File: src/pecd_pkg.sv
// pecd_pkg: constants and carrier types for the pin edge change detector.
// assumes an 8-bit register port with a 4-bit word address; one register per address.
`default_nettype none

package pecd_pkg;

   // widths
   localparam int PIN_W  = 8;
   localparam int ADDR_W = 4;
   localparam int DATA_W = 8;
   localparam int ALL_W  = 2 * PIN_W;

   // register addresses
   localparam logic [ADDR_W-1:0] ADDR_PORTA_RISE   = 4'h0;
   localparam logic [ADDR_W-1:0] ADDR_PORTA_FALL   = 4'h1;
   localparam logic [ADDR_W-1:0] ADDR_PORTA_FLAGS  = 4'h2;
   localparam logic [ADDR_W-1:0] ADDR_PORTB_RISE   = 4'h3;
   localparam logic [ADDR_W-1:0] ADDR_PORTB_FALL   = 4'h4;
   localparam logic [ADDR_W-1:0] ADDR_PORTB_FLAGS  = 4'h5;
   localparam logic [ADDR_W-1:0] ADDR_IRQ_STATUS   = 4'h6;
   localparam logic [ADDR_W-1:0] ADDR_IRQ_MASK     = 4'h7;
   localparam logic [ADDR_W-1:0] ADDR_PORTA_LEVEL  = 4'h8;
   localparam logic [ADDR_W-1:0] ADDR_PORTB_LEVEL  = 4'h9;
   localparam logic [ADDR_W-1:0] ADDR_CHANGE_FLAG  = 4'hA;

   // reset values
   localparam logic [DATA_W-1:0] RST_BYTE   = 8'h00;
   localparam logic [ALL_W-1:0]  RST_PINS   = 16'h0000;
   localparam logic [DATA_W-1:0] READ_ZERO  = 8'h00;

   // interrupt status / mask bit positions
   localparam int IRQ_PORTA_BIT = 0;
   localparam int IRQ_PORTB_BIT = 1;
   localparam logic [DATA_W-1:0] IRQ_BITS_USED = 8'h03;

   // last settle count after reset; edges are reported from the cycle after it is reached (synchroniser fill)
   localparam logic [1:0] SETTLE_CYCLES = 2'h3;

   // settle state machine, one-hot
   typedef enum logic [1:0] {
      PECD_ST_SETTLE = 2'b01,
      PECD_ST_RUN    = 2'b10
   } pecd_state_t;

   // register port request
   typedef struct packed {
      logic [ADDR_W-1:0] addr;
      logic [DATA_W-1:0] wdata;
      logic              wr;
      logic              rd;
   } pecd_bus_req_t;

   // pin sample group
   typedef struct packed {
      logic [PIN_W-1:0] portb;
      logic [PIN_W-1:0] porta;
   } pecd_pins_t;

endpackage : pecd_pkg

`default_nettype wire

File: src/pecd_detector.sv
// pecd_detector: edge change detector for two 8-pin ports with sticky flags and one interrupt.
// assumes pins are asynchronous to sys_clk; register port master follows the one-cycle strobe protocol.
//
// Strobed register access and the register offsets were decided locally.
`timescale 1ns/1ps
`default_nettype none

module pecd_detector (
   // clock and reset
   input  wire logic                       sys_clk,
   input  wire logic                       rst,
   // register port
   input  wire pecd_pkg::pecd_bus_req_t    bus_req,
   output var  logic [pecd_pkg::DATA_W-1:0] rd_data,
   // port pins
   input  wire pecd_pkg::pecd_pins_t       pins,
   // interrupt
   output var  logic                       irq,
   output var  logic                       change_interrupt_flag
);

   import pecd_pkg::*;

   // enable and flag registers
   logic [PIN_W-1:0] porta_rise_enable_reg;
   logic [PIN_W-1:0] porta_fall_enable_reg;
   logic [PIN_W-1:0] porta_change_flag_reg;
   logic [PIN_W-1:0] porta_change_flag_next;
   logic [PIN_W-1:0] portb_rise_enable_reg;
   logic [PIN_W-1:0] portb_fall_enable_reg;
   logic [PIN_W-1:0] portb_change_flag_reg;
   logic [PIN_W-1:0] portb_change_flag_next;

   // interrupt status and mask
   logic [DATA_W-1:0] irq_status_reg;
   logic [DATA_W-1:0] irq_status_next;
   logic [DATA_W-1:0] irq_mask_reg;
   logic [DATA_W-1:0] irq_mask_next;
   logic [DATA_W-1:0] irq_event;

   // read path
   logic [DATA_W-1:0] rd_data_reg;
   logic [DATA_W-1:0] rd_data_next;
   logic              irq_reg;
   logic              cif_reg;

   // synchroniser and edge detection
   logic [ALL_W-1:0] pin_vec;
   logic [ALL_W-1:0] sync1_reg;
   logic [ALL_W-1:0] sync2_reg;
   logic [ALL_W-1:0] sync3_reg;
   logic [ALL_W-1:0] level_reg;
   logic [ALL_W-1:0] rise_det;
   logic [ALL_W-1:0] fall_det;

   // settle control
   pecd_state_t      state_reg;
   logic [1:0]       settle_cnt_reg;
   logic             run;

   // register write decode
   logic wr_porta_rise;
   logic wr_porta_fall;
   logic wr_porta_flags;
   logic wr_portb_rise;
   logic wr_portb_fall;
   logic wr_portb_flags;
   logic wr_irq_status;
   logic wr_irq_mask;

   // per-port edge hits
   logic [PIN_W-1:0] porta_hit;
   logic [PIN_W-1:0] portb_hit;

   assign pin_vec = {pins.portb, pins.porta};
   assign run     = (state_reg == PECD_ST_RUN);

   // ------------------------------------------------------------------
   // settle: synchroniser stages hold reset zeros, so edges are muted
   // until every stage has seen the real pin level
   // ------------------------------------------------------------------
   always_ff @(posedge sys_clk) begin
      if (rst) begin
         state_reg      <= PECD_ST_SETTLE;
         settle_cnt_reg <= 2'h0;
      end else begin
         case (state_reg)
            PECD_ST_SETTLE: begin
               if (settle_cnt_reg == SETTLE_CYCLES) begin
                  state_reg <= PECD_ST_RUN;
               end else begin
                  settle_cnt_reg <= settle_cnt_reg + 2'h1;
               end
            end
            PECD_ST_RUN: begin
               state_reg <= PECD_ST_RUN;
            end
            default: begin
               state_reg      <= PECD_ST_SETTLE;
               settle_cnt_reg <= 2'h0;
            end
         endcase
      end
   end

   // ------------------------------------------------------------------
   // per-pin three-stage synchroniser and edge detector
   // ------------------------------------------------------------------
   genvar gi;
   generate
      for (gi = 0; gi < ALL_W; gi = gi + 1) begin : g_pin
         logic agree;

         // first stage feeds only the second
         always_ff @(posedge sys_clk) begin
            if (rst) begin
               sync1_reg[gi] <= 1'b0;
               sync2_reg[gi] <= 1'b0;
               sync3_reg[gi] <= 1'b0;
            end else begin
               sync1_reg[gi] <= pin_vec[gi];
               sync2_reg[gi] <= sync1_reg[gi];
               sync3_reg[gi] <= sync2_reg[gi];
            end
         end

         assign agree = (sync2_reg[gi] == sync3_reg[gi]);

         // accepted level moves only when stages two and three agree
         always_ff @(posedge sys_clk) begin
            if (rst) begin
               level_reg[gi] <= 1'b0;
            end else if (agree) begin
               level_reg[gi] <= sync3_reg[gi];
            end
         end

         // level_reg follows at once, so each edge yields one pulse
         assign rise_det[gi] = run & agree & sync3_reg[gi] & ~level_reg[gi];
         assign fall_det[gi] = run & agree & ~sync3_reg[gi] & level_reg[gi];
      end
   endgenerate

   // ------------------------------------------------------------------
   // enabled edges per port
   // ------------------------------------------------------------------
   assign porta_hit = (rise_det[PIN_W-1:0] & porta_rise_enable_reg)
                    | (fall_det[PIN_W-1:0] & porta_fall_enable_reg);

   assign portb_hit = (rise_det[ALL_W-1:PIN_W] & portb_rise_enable_reg)
                    | (fall_det[ALL_W-1:PIN_W] & portb_fall_enable_reg);

   // ------------------------------------------------------------------
   // register write decode
   // ------------------------------------------------------------------
   // unmapped and read-only addresses decode to no write at all
   assign wr_porta_rise  = bus_req.wr & (bus_req.addr == ADDR_PORTA_RISE);
   assign wr_porta_fall  = bus_req.wr & (bus_req.addr == ADDR_PORTA_FALL);
   assign wr_porta_flags = bus_req.wr & (bus_req.addr == ADDR_PORTA_FLAGS);
   assign wr_portb_rise  = bus_req.wr & (bus_req.addr == ADDR_PORTB_RISE);
   assign wr_portb_fall  = bus_req.wr & (bus_req.addr == ADDR_PORTB_FALL);
   assign wr_portb_flags = bus_req.wr & (bus_req.addr == ADDR_PORTB_FLAGS);
   assign wr_irq_status  = bus_req.wr & (bus_req.addr == ADDR_IRQ_STATUS);
   assign wr_irq_mask    = bus_req.wr & (bus_req.addr == ADDR_IRQ_MASK);

   // ------------------------------------------------------------------
   // edge enables
   // ------------------------------------------------------------------
   // an enable write lands at the strobe edge, so the next accepted pin edge already sees it
   always_ff @(posedge sys_clk) begin
      if (rst) begin
         porta_rise_enable_reg <= RST_BYTE;
      end else if (wr_porta_rise) begin
         porta_rise_enable_reg <= bus_req.wdata;
      end
   end

   always_ff @(posedge sys_clk) begin
      if (rst) begin
         porta_fall_enable_reg <= RST_BYTE;
      end else if (wr_porta_fall) begin
         porta_fall_enable_reg <= bus_req.wdata;
      end
   end

   always_ff @(posedge sys_clk) begin
      if (rst) begin
         portb_rise_enable_reg <= RST_BYTE;
      end else if (wr_portb_rise) begin
         portb_rise_enable_reg <= bus_req.wdata;
      end
   end

   always_ff @(posedge sys_clk) begin
      if (rst) begin
         portb_fall_enable_reg <= RST_BYTE;
      end else if (wr_portb_fall) begin
         portb_fall_enable_reg <= bus_req.wdata;
      end
   end

   // ------------------------------------------------------------------
   // change flags: a written zero clears, a written one keeps;
   // a hit in the same cycle as the clear wins
   // ------------------------------------------------------------------
   always_comb begin
      porta_change_flag_next = porta_change_flag_reg;
      if (wr_porta_flags) begin
         porta_change_flag_next = porta_change_flag_reg & bus_req.wdata;
      end
      porta_change_flag_next = porta_change_flag_next | porta_hit;
   end

   always_comb begin
      portb_change_flag_next = portb_change_flag_reg;
      if (wr_portb_flags) begin
         portb_change_flag_next = portb_change_flag_reg & bus_req.wdata;
      end
      portb_change_flag_next = portb_change_flag_next | portb_hit;
   end

   always_ff @(posedge sys_clk) begin
      if (rst) begin
         porta_change_flag_reg <= RST_BYTE;
      end else begin
         porta_change_flag_reg <= porta_change_flag_next;
      end
   end

   always_ff @(posedge sys_clk) begin
      if (rst) begin
         portb_change_flag_reg <= RST_BYTE;
      end else begin
         portb_change_flag_reg <= portb_change_flag_next;
      end
   end

   // shared flag stands while any pin flag of either port is set
   always_ff @(posedge sys_clk) begin
      if (rst) begin
         cif_reg <= 1'b0;
      end else begin
         cif_reg <= (|porta_change_flag_next) | (|portb_change_flag_next);
      end
   end

   // ------------------------------------------------------------------
   // interrupt status: sticky, write one to clear, new event wins
   // ------------------------------------------------------------------
   always_comb begin
      irq_event                = READ_ZERO;
      irq_event[IRQ_PORTA_BIT] = |porta_hit;
      irq_event[IRQ_PORTB_BIT] = |portb_hit;
      irq_status_next          = irq_status_reg;
      if (wr_irq_status) begin
         irq_status_next = irq_status_reg & ~bus_req.wdata;
      end
      irq_status_next = (irq_status_next | irq_event) & IRQ_BITS_USED;
   end

   always_ff @(posedge sys_clk) begin
      if (rst) begin
         irq_status_reg <= RST_BYTE;
      end else begin
         irq_status_reg <= irq_status_next;
      end
   end

   // irq is built from next-state status and mask, so it never lags a mask write by a cycle
   always_comb begin
      irq_mask_next = irq_mask_reg;
      if (wr_irq_mask) begin
         irq_mask_next = bus_req.wdata & IRQ_BITS_USED;
      end
   end

   always_ff @(posedge sys_clk) begin
      if (rst) begin
         irq_mask_reg <= RST_BYTE;
      end else begin
         irq_mask_reg <= irq_mask_next;
      end
   end

   // level output: high while any unmasked status bit stands
   always_ff @(posedge sys_clk) begin
      if (rst) begin
         irq_reg <= 1'b0;
      end else begin
         irq_reg <= |(irq_status_next & irq_mask_next);
      end
   end

   // ------------------------------------------------------------------
   // read path: data stands in the cycle after the strobe only
   // ------------------------------------------------------------------
   always_comb begin
      rd_data_next = READ_ZERO;
      if (bus_req.rd) begin
         case (bus_req.addr)
            ADDR_PORTA_RISE:  rd_data_next = porta_rise_enable_reg;
            ADDR_PORTA_FALL:  rd_data_next = porta_fall_enable_reg;
            ADDR_PORTA_FLAGS: rd_data_next = porta_change_flag_reg;
            ADDR_PORTB_RISE:  rd_data_next = portb_rise_enable_reg;
            ADDR_PORTB_FALL:  rd_data_next = portb_fall_enable_reg;
            ADDR_PORTB_FLAGS: rd_data_next = portb_change_flag_reg;
            ADDR_IRQ_STATUS:  rd_data_next = irq_status_reg;
            ADDR_IRQ_MASK:    rd_data_next = irq_mask_reg;
            // level reads give the accepted pin state, not the raw pin
            ADDR_PORTA_LEVEL: rd_data_next = level_reg[PIN_W-1:0];
            ADDR_PORTB_LEVEL: rd_data_next = level_reg[ALL_W-1:PIN_W];
            ADDR_CHANGE_FLAG: rd_data_next = {7'h00, cif_reg};
            default:          rd_data_next = READ_ZERO;
         endcase
      end
   end

   always_ff @(posedge sys_clk) begin
      if (rst) begin
         rd_data_reg <= RST_BYTE;
      end else begin
         rd_data_reg <= rd_data_next;
      end
   end

   // ------------------------------------------------------------------
   // outputs
   // ------------------------------------------------------------------
   assign rd_data               = rd_data_reg;
   assign irq                   = irq_reg;
   assign change_interrupt_flag = cif_reg;

endmodule : pecd_detector

`default_nettype wire

File: config.mk
export PLATFORM = sky130hd
export DESIGN_NAME = pecd_detector
export DESIGN_NICKNAME = d
export VERILOG_FILES = /design/src/pecd_pkg.sv /design/src/pecd_detector.sv
export SDC_FILE = /design/constraint.sdc
export NUM_CORES = 1
export LEC_CHECK = 0
export BUFFER_PORTS_ARGS = -buffer_cell sky130_fd_sc_hd__buf_2
export CAP_MARGIN = 20
export CORE_ASPECT_RATIO = 1.25
export CORE_MARGIN = 10
export CORE_UTILIZATION = 55
export CTS_BUF_LIST = sky130_fd_sc_hd__clkbuf_4
export DETAILED_ROUTE_END_ITERATION = 8
export GPL_TIMING_DRIVEN = 0
export PLACE_DENSITY_LB_ADDON = 0.1
export SYNTH_ARGS = -nofsm -noshare
export SYNTH_HDL_FRONTEND = slang
export SYNTH_SLANG_ARGS = --single-unit
export TNS_END_PERCENT = 100
File: constraint.sdc
create_clock -name sys_clk -period 3.7 [get_ports sys_clk]
set_input_delay 0.185 -clock sys_clk [delete_from_list [all_inputs] [get_ports sys_clk]]
set_output_delay 0.185 -clock sys_clk [all_outputs]
set_load 0.01 [all_outputs]
# --- After elaboration in Yosys (flattened, before gate mapping) ---
# Cells that the tools add are included.
classes:
  n_reduce_logical: 8
  n_eq_ne: 31
  mux: 9
  n_bitwise: 137
  addsub: 1
op_table:
  columns: ["operator", "count"]
  rows:
  - ["bitwise AND 1 bit", 88]
  - ["one-hot mux 8 bit (11 select lines)", 1]
  - ["bitwise AND 8 bit", 6]
  - ["OR reduction 8 bit", 5]
  - ["inverter 1 bit", 34]
  - ["bitwise OR 8 bit", 4]
  - ["2-to-1 mux 8 bit", 3]
  - ["equality test 1 bit", 16]
  - ["equality test 4 x 3 -> 1 bit, second input constant", 4]
  - ["equality test 4 bit, second input constant", 3]
  - ["bitwise AND 2 x 8 -> 8 bit", 1]
  - ["equality test 4 x 2 -> 1 bit, second input constant", 2]
  - ["one-hot mux 2 bit (2 select lines)", 2]
  - ["2-to-1 mux 2 bit", 3]
  - ["equality test 2 bit, second input constant", 2]
  - ["equality test 4 x 1 -> 1 bit, second input constant", 1]
  - ["zero test 4 bit", 1]
  - ["inequality test 2 bit, second input constant", 2]
  - ["adder 2 x 1 -> 2 bit, second input constant", 1]
  - ["bitwise AND 2 bit", 1]
  - ["equality test 2 x 1 -> 1 bit, second input constant", 1]
  - ["inverter 2 bit", 1]
  - ["bitwise OR 2 bit", 1]
  - ["AND reduction 2 bit", 1]
  - ["2 further kinds", 2]
word_totals:
  out_inout_bits: 10
  ff_bits: 136
  word_cells: 263
  in_bits: 32

# --- Logic depth before layout (Yosys ltp) ---
logic_depth:
  depth_word: 10
  mapped_depth: 8
  mapped_depth_nobuf: 6

# --- Worst setup path after synthesis ---
# Ideal clock, no wire load.
synth_timing:
  path_type: "input port to flip-flop"
  start: "in bus_req[12] in the netlist's numbering"
  end: "reg cif_reg, in the netlist change_interrupt_flag"
  n_path_buf: 2
  cell_stages: 7
  t_arrival_ns: 1.502
  setup_ns: 0.132
  required_time_ns: 3.568
  path_slack_ns: 2.066
  cell_sequence: "buf_6 or3b_1 buf_6 o31ai_1 nand4_1 nor4_1 a21oi_1"
synth_between:
  elab_chain_len: 6
  word_cells_on_any_way: 11
  cone_classes: "2 x eq/ne; 2 x mux; 5 x bitwise; 2 x reduce/logical"
synth_lines:
  columns: ["element", "line", "rtl"]
  rows:
  - ["start, declared", "pecd_detector.sv:13", "input wire pecd_pkg::pecd_bus_req_t bus_req,"]
  - ["equality test 4 x 2 -> 1 bit or equality test 4 x 3 -> 1 bit (tied branches)", "pecd_detector.sv:159, pecd_detector.sv:162", null]
  - ["bitwise AND 1 bit, on equally long branches", "pecd_detector.sv:159, pecd_detector.sv:162", null]
  - ["2-to-1 mux 8 bit, on equally long branches", "pecd_detector.sv:208, pecd_detector.sv:216", null]
  - ["bitwise OR 8 bit, on equally long branches", "pecd_detector.sv:211, pecd_detector.sv:219", null]
  - ["OR reduction 8 bit", "pecd_detector.sv:243", "cif_reg <= (|porta_change_flag_next) | (|portb_change_flag_next);"]
  - ["bitwise OR 1 bit *", "pecd_detector.sv:243", null]
  - ["end signal, assigned", "pecd_detector.sv:243", null]
  - ["end, declared", "pecd_detector.sv:45", "logic cif_reg;"]
# Mark *: on every way between the ends. The rest lies on a longest branch, timed or not.
# A chain may end at the register's enable or synchronous reset.

# --- Worst setup path in the final report ---
layout_timing:
  start: "reg state_reg[0]"
  end: "reg irq_reg, in the netlist irq"
layout_between:
  elab_chain_len: 10
  word_cells_on_any_way: 92
  cone_classes: "1 x eq/ne; 88 x bitwise; 3 x reduce/logical"
layout_lines:
  columns: ["element", "line", "rtl"]
  rows:
  - ["start, declared", "pecd_detector.sv:57", "pecd_state_t state_reg;"]
  - ["start signal, assigned", "pecd_detector.sv:84", "state_reg <= PECD_ST_SETTLE;"]
  - ["start signal, assigned", "pecd_detector.sv:90", "state_reg <= PECD_ST_RUN;"]
  - ["start signal, assigned", "pecd_detector.sv:96", "state_reg <= PECD_ST_RUN;"]
  - ["equality test 2 bit *", "pecd_detector.sv:76", "assign run = (state_reg == PECD_ST_RUN);"]
  - ["bitwise AND 1 bit", "pecd_detector.sv:139, pecd_detector.sv:140", null]
  - ["bitwise AND 1 bit, on equally long branches (2 in series)", "pecd_detector.sv:139, pecd_detector.sv:140", null]
  - ["bitwise AND 8 bit, on equally long branches", null, null]
  - ["bitwise OR 8 bit, on equally long branches", "pecd_detector.sv:148, pecd_detector.sv:151", null]
  - ["OR reduction 8 bit, on equally long branches", "pecd_detector.sv:252, pecd_detector.sv:253", null]
  - ["bitwise OR 2 bit *", "pecd_detector.sv:258", "irq_status_next = (irq_status_next | irq_event) & IRQ_BITS_USED;"]
  - ["bitwise AND 2 x 8 -> 8 bit *", "pecd_detector.sv:290", "irq_reg <= |(irq_status_next & irq_mask_next);"]
  - ["OR reduction 8 bit *", "pecd_detector.sv:290", null]
  - ["end signal, assigned", "pecd_detector.sv:290", null]
  - ["end, declared", "pecd_detector.sv:44", "logic irq_reg;"]
# Marked as above.

==> results by group <==
Run status
  • Status: complete, no violations

Clocking
  • Clock latency on the worst-skew pair: 530 ps
  • Clock tree sinks: 130
  • CTS max path bufs: 2
  • TritonCTS Buffers: 17
  • CTS H-Tree Depth: 4
  • Reg clk slew, reported paths: 130 ps
  • Post-CTS setup buffer count: 0
  • Root buffer selected by CTS: sky130_fd_sc_hd__clkbuf_4
  • TritonCTS clock tree: yes

GRT
  • Via count of the first global-routing pass: 4586
  • Initial antenna violation count: 0
  • Total GRT Usage: 0.236
  • Aggregate global routing overflow: 0
  • Busiest layer in global routing: met2
  • Global-route met2 utilization: 0.375
  • First-pass GRT wire length: 25200 µm
  • Met1 global-route usage: 0.289
  • Met3 capacity usage during global routing: 0.0617
  • Maximum number of pins on one net before global-route repair: 17

Run
  • Max_cap viols: 0

Yosys
  • Flip-flop cell with the highest count after synthesis: sky130_fd_sc_hd__dfxtp_1
  • Sequential element share of the synthesized area: 0.490
  • Number of instances in the synthesized netlist: 570
  • Share of flip-flops with an asynchronous set or reset after synthesis: 0
  • Avg Synthesized Cell Area: 9.31 µm²
  • Post-Syn Area: 0.00531 mm²
  • Mapped Nets: 605
  • Number of library cell types mapped by synthesis: 43
  • Number of synthesized register bits: 130
  • Number of enable flip-flop cells after synthesis: 0
  • Total number of yosys warnings: 0

Detailed routing
  • Ratio of routed vias to standard cells: 6.01
  • Number of vias after detailed routing: 4733
  • Total Wirelength: 16100 µm
  • Violation count after the first detailed-route iteration: 462
  • Antenna viol nets, final: 0
  • DRC errors left: 0
  • Final routed wire length divided by cell count: 20.5 µm
  • First-pass DRT Iterations: 6

Setup path
  • WS Path Type: flop to flop
  • Data required time at the worst endpoint: 4110 ps
  • Crit. End Element: flop
  • Element type at the critical path start: flop
  • Peak fanout along the critical path: 10
  • Arrival time reported for the critical path endpoint: 2760 ps

Finish
  • Most frequent cells in the layout: 130 x sky130_fd_sc_hd__dfxtp_1, 64 x sky130_fd_sc_hd__a21oi_1, 55 x sky130_fd_sc_hd__nor2b_1, 45 x sky130_fd_sc_hd__nand2_1, 44 x sky130_fd_sc_hd__o21ai_0
  • NumNets Final: 683
  • Fraction of final layout cells with drive strength greater than 1: 0.129
  • Area grow syn2layout: 16.5%
  • Fraction of the core area covered by cells at the end of the flow: 0.651
  • Most common cell after layout, fill and taps aside: sky130_fd_sc_hd__dfxtp_1
  • Antenna cells: 0

Die
  • Die Footprint: 0.0140 mm²
  • Die Wd: 108 µm
  • Number of top-level pins: 42
  • Starting density of the core: 0.558
  • Site Rows: 40
  • Height of the die: 130 µm
  • Area of the core region: 0.00951 mm²

Timing
  • Least-Margin Pin Slew: 883 ps
  • Fmax: 426 MHz
  • Setup repair after global routing missed its margin: no
  • Final hold violation count: 0
  • Final number of setup-violating endpoints: 0
  • Worst clock skew on the final layout: 12.8 ps
  • Portion of the clock cycle consumed by the worst path in the final layout: 0.634
  • Minimum period implied by the final worst setup slack: 2350 ps
  • Relative max-transition margin: 0.409
  • Final setup TNS: 0 ps
  • Max-slew violation total from the final report: 0
  • Hold slack: 17.5 ps

Power and ir drop
  • Switch share: 0.270
  • Total internal power: 2.03 mW
  • Clock share of power: 0.378
  • Register share of total power: 0.530
  • Reported net switching power: 0.751 mW
  • Worst IR drop on VDD: 0.376 mV
  • Pwr Density: 450 mW/mm²
  • Pleak: 2.41 nW
  • Gate power share: 0.092

Placed design
  • HPWL after detailed placement: 11700 µm
  • PortBufs: 37
  • Gp weighted congestion: 0.974

Hold path
  • Path type of the worst min-delay path: input pin to flop
[metal layers]
metal	part of all wire	wire length, µm
met1	0.42	6730
met2	0.46	7480
met3	0.078	1260
met4	0.040	649
met5	0	0
[critical path: stages, from the launching register on]
cell	delay, ps
sky130_fd_sc_hd__dfxtp_1	340
sky130_fd_sc_hd__inv_1	70
sky130_fd_sc_hd__ha_1	550
sky130_fd_sc_hd__clkbuf_1	410
sky130_fd_sc_hd__o21ai_0	410
sky130_fd_sc_hd__nand4_1	190
sky130_fd_sc_hd__a211oi_1	80
sky130_fd_sc_hd__o32ai_1	180
[stage by stage]
stage                     cells  instance area, µm²  setup WS [ps]  total power [mW]
final                       787                6190           1350              2.78
after global routing        787                6190           1230              2.89
after CTS                   787                6190           1350              2.79
after detailed placement    733                5650           1390              1.74
after global placement      733                5650           1400              1.73
after floorplan             570                5310           2070              1.65
[power by group through the flow]
stage                     logic [mW]  clock network [mW]  registers [mW]
after floorplan                0.151                   0            1.50
after global placement         0.227                   0            1.50
after detailed placement       0.236                   0            1.51
after CTS                      0.253                1.06            1.47
after global routing           0.280                1.13            1.48
final                          0.256                1.05            1.47
[logic make-up (layout without fill, tap and decap cells)]
kind of cell / count (synthesis) / in the layout / synth area share
AND/OR/NAND/NOR: 214 / 214 / 0.238
AO/OA/AOI/OAI: 156 / 156 / 0.172
flip-flops: 130 / 130 / 0.490
buffers and inverters: 37 / 128 / 0.0297
multiplexers: 30 / 30 / 0.0625
adder cells (fa/ha/maj): 3 / 3 / 0.00707
[layout make-up]
type / count / area, µm²
multi-input combinational: 403 / 2550
inverter: 4 / 15.0
buffer: 33 / 143
timing repair buffer: 59 / 405
clock inverter: 14 / 179
sequential: 130 / 2600
tap: 126 / 158
clock buffer: 18 / 135
fill: 815 / 3320
[what timing repair did]
action	CTS	global route
endpoints found under the hold margin	35	0
hold buffers	22	0
resized for setup	0	0
[cells in the mapped netlist (5+ instances only)]
cell | number | area share
sky130_fd_sc_hd__a21oi_1 | 64 | 0.060
sky130_fd_sc_hd__a22oi_1 | 10 | 0.014
sky130_fd_sc_hd__and4b_1 | 16 | 0.030
sky130_fd_sc_hd__clkbuf_1 | 28 | 0.020
sky130_fd_sc_hd__dfxtp_1 | 130 | 0.49
sky130_fd_sc_hd__mux2_2 | 5 | 0.011
sky130_fd_sc_hd__mux2i_1 | 23 | 0.043
sky130_fd_sc_hd__nand2_1 | 45 | 0.032
sky130_fd_sc_hd__nand3_1 | 5 | 0.0047
sky130_fd_sc_hd__nand3b_1 | 7 | 0.0099
sky130_fd_sc_hd__nand4_1 | 13 | 0.015
sky130_fd_sc_hd__nor2_1 | 38 | 0.027
sky130_fd_sc_hd__nor2b_1 | 55 | 0.065
sky130_fd_sc_hd__nor4bb_1 | 16 | 0.030
sky130_fd_sc_hd__o21ai_0 | 44 | 0.041
sky130_fd_sc_hd__o31ai_1 | 15 | 0.021
[worst paths after layout]
check / startpoint / end / slack [ps] / depth (start not counted)
worst max-delay path: state_reg[0] / irq / 1350 / 7
worst max register to register: state_reg[0] / irq / 1350 / 7
worst min-delay path: rst / sync2_reg[13] / 20 / 2
worst min register to register: sync1_reg[3] / sync2_reg[3] / 450 / 1
Power figures use the tool's default switching activity.
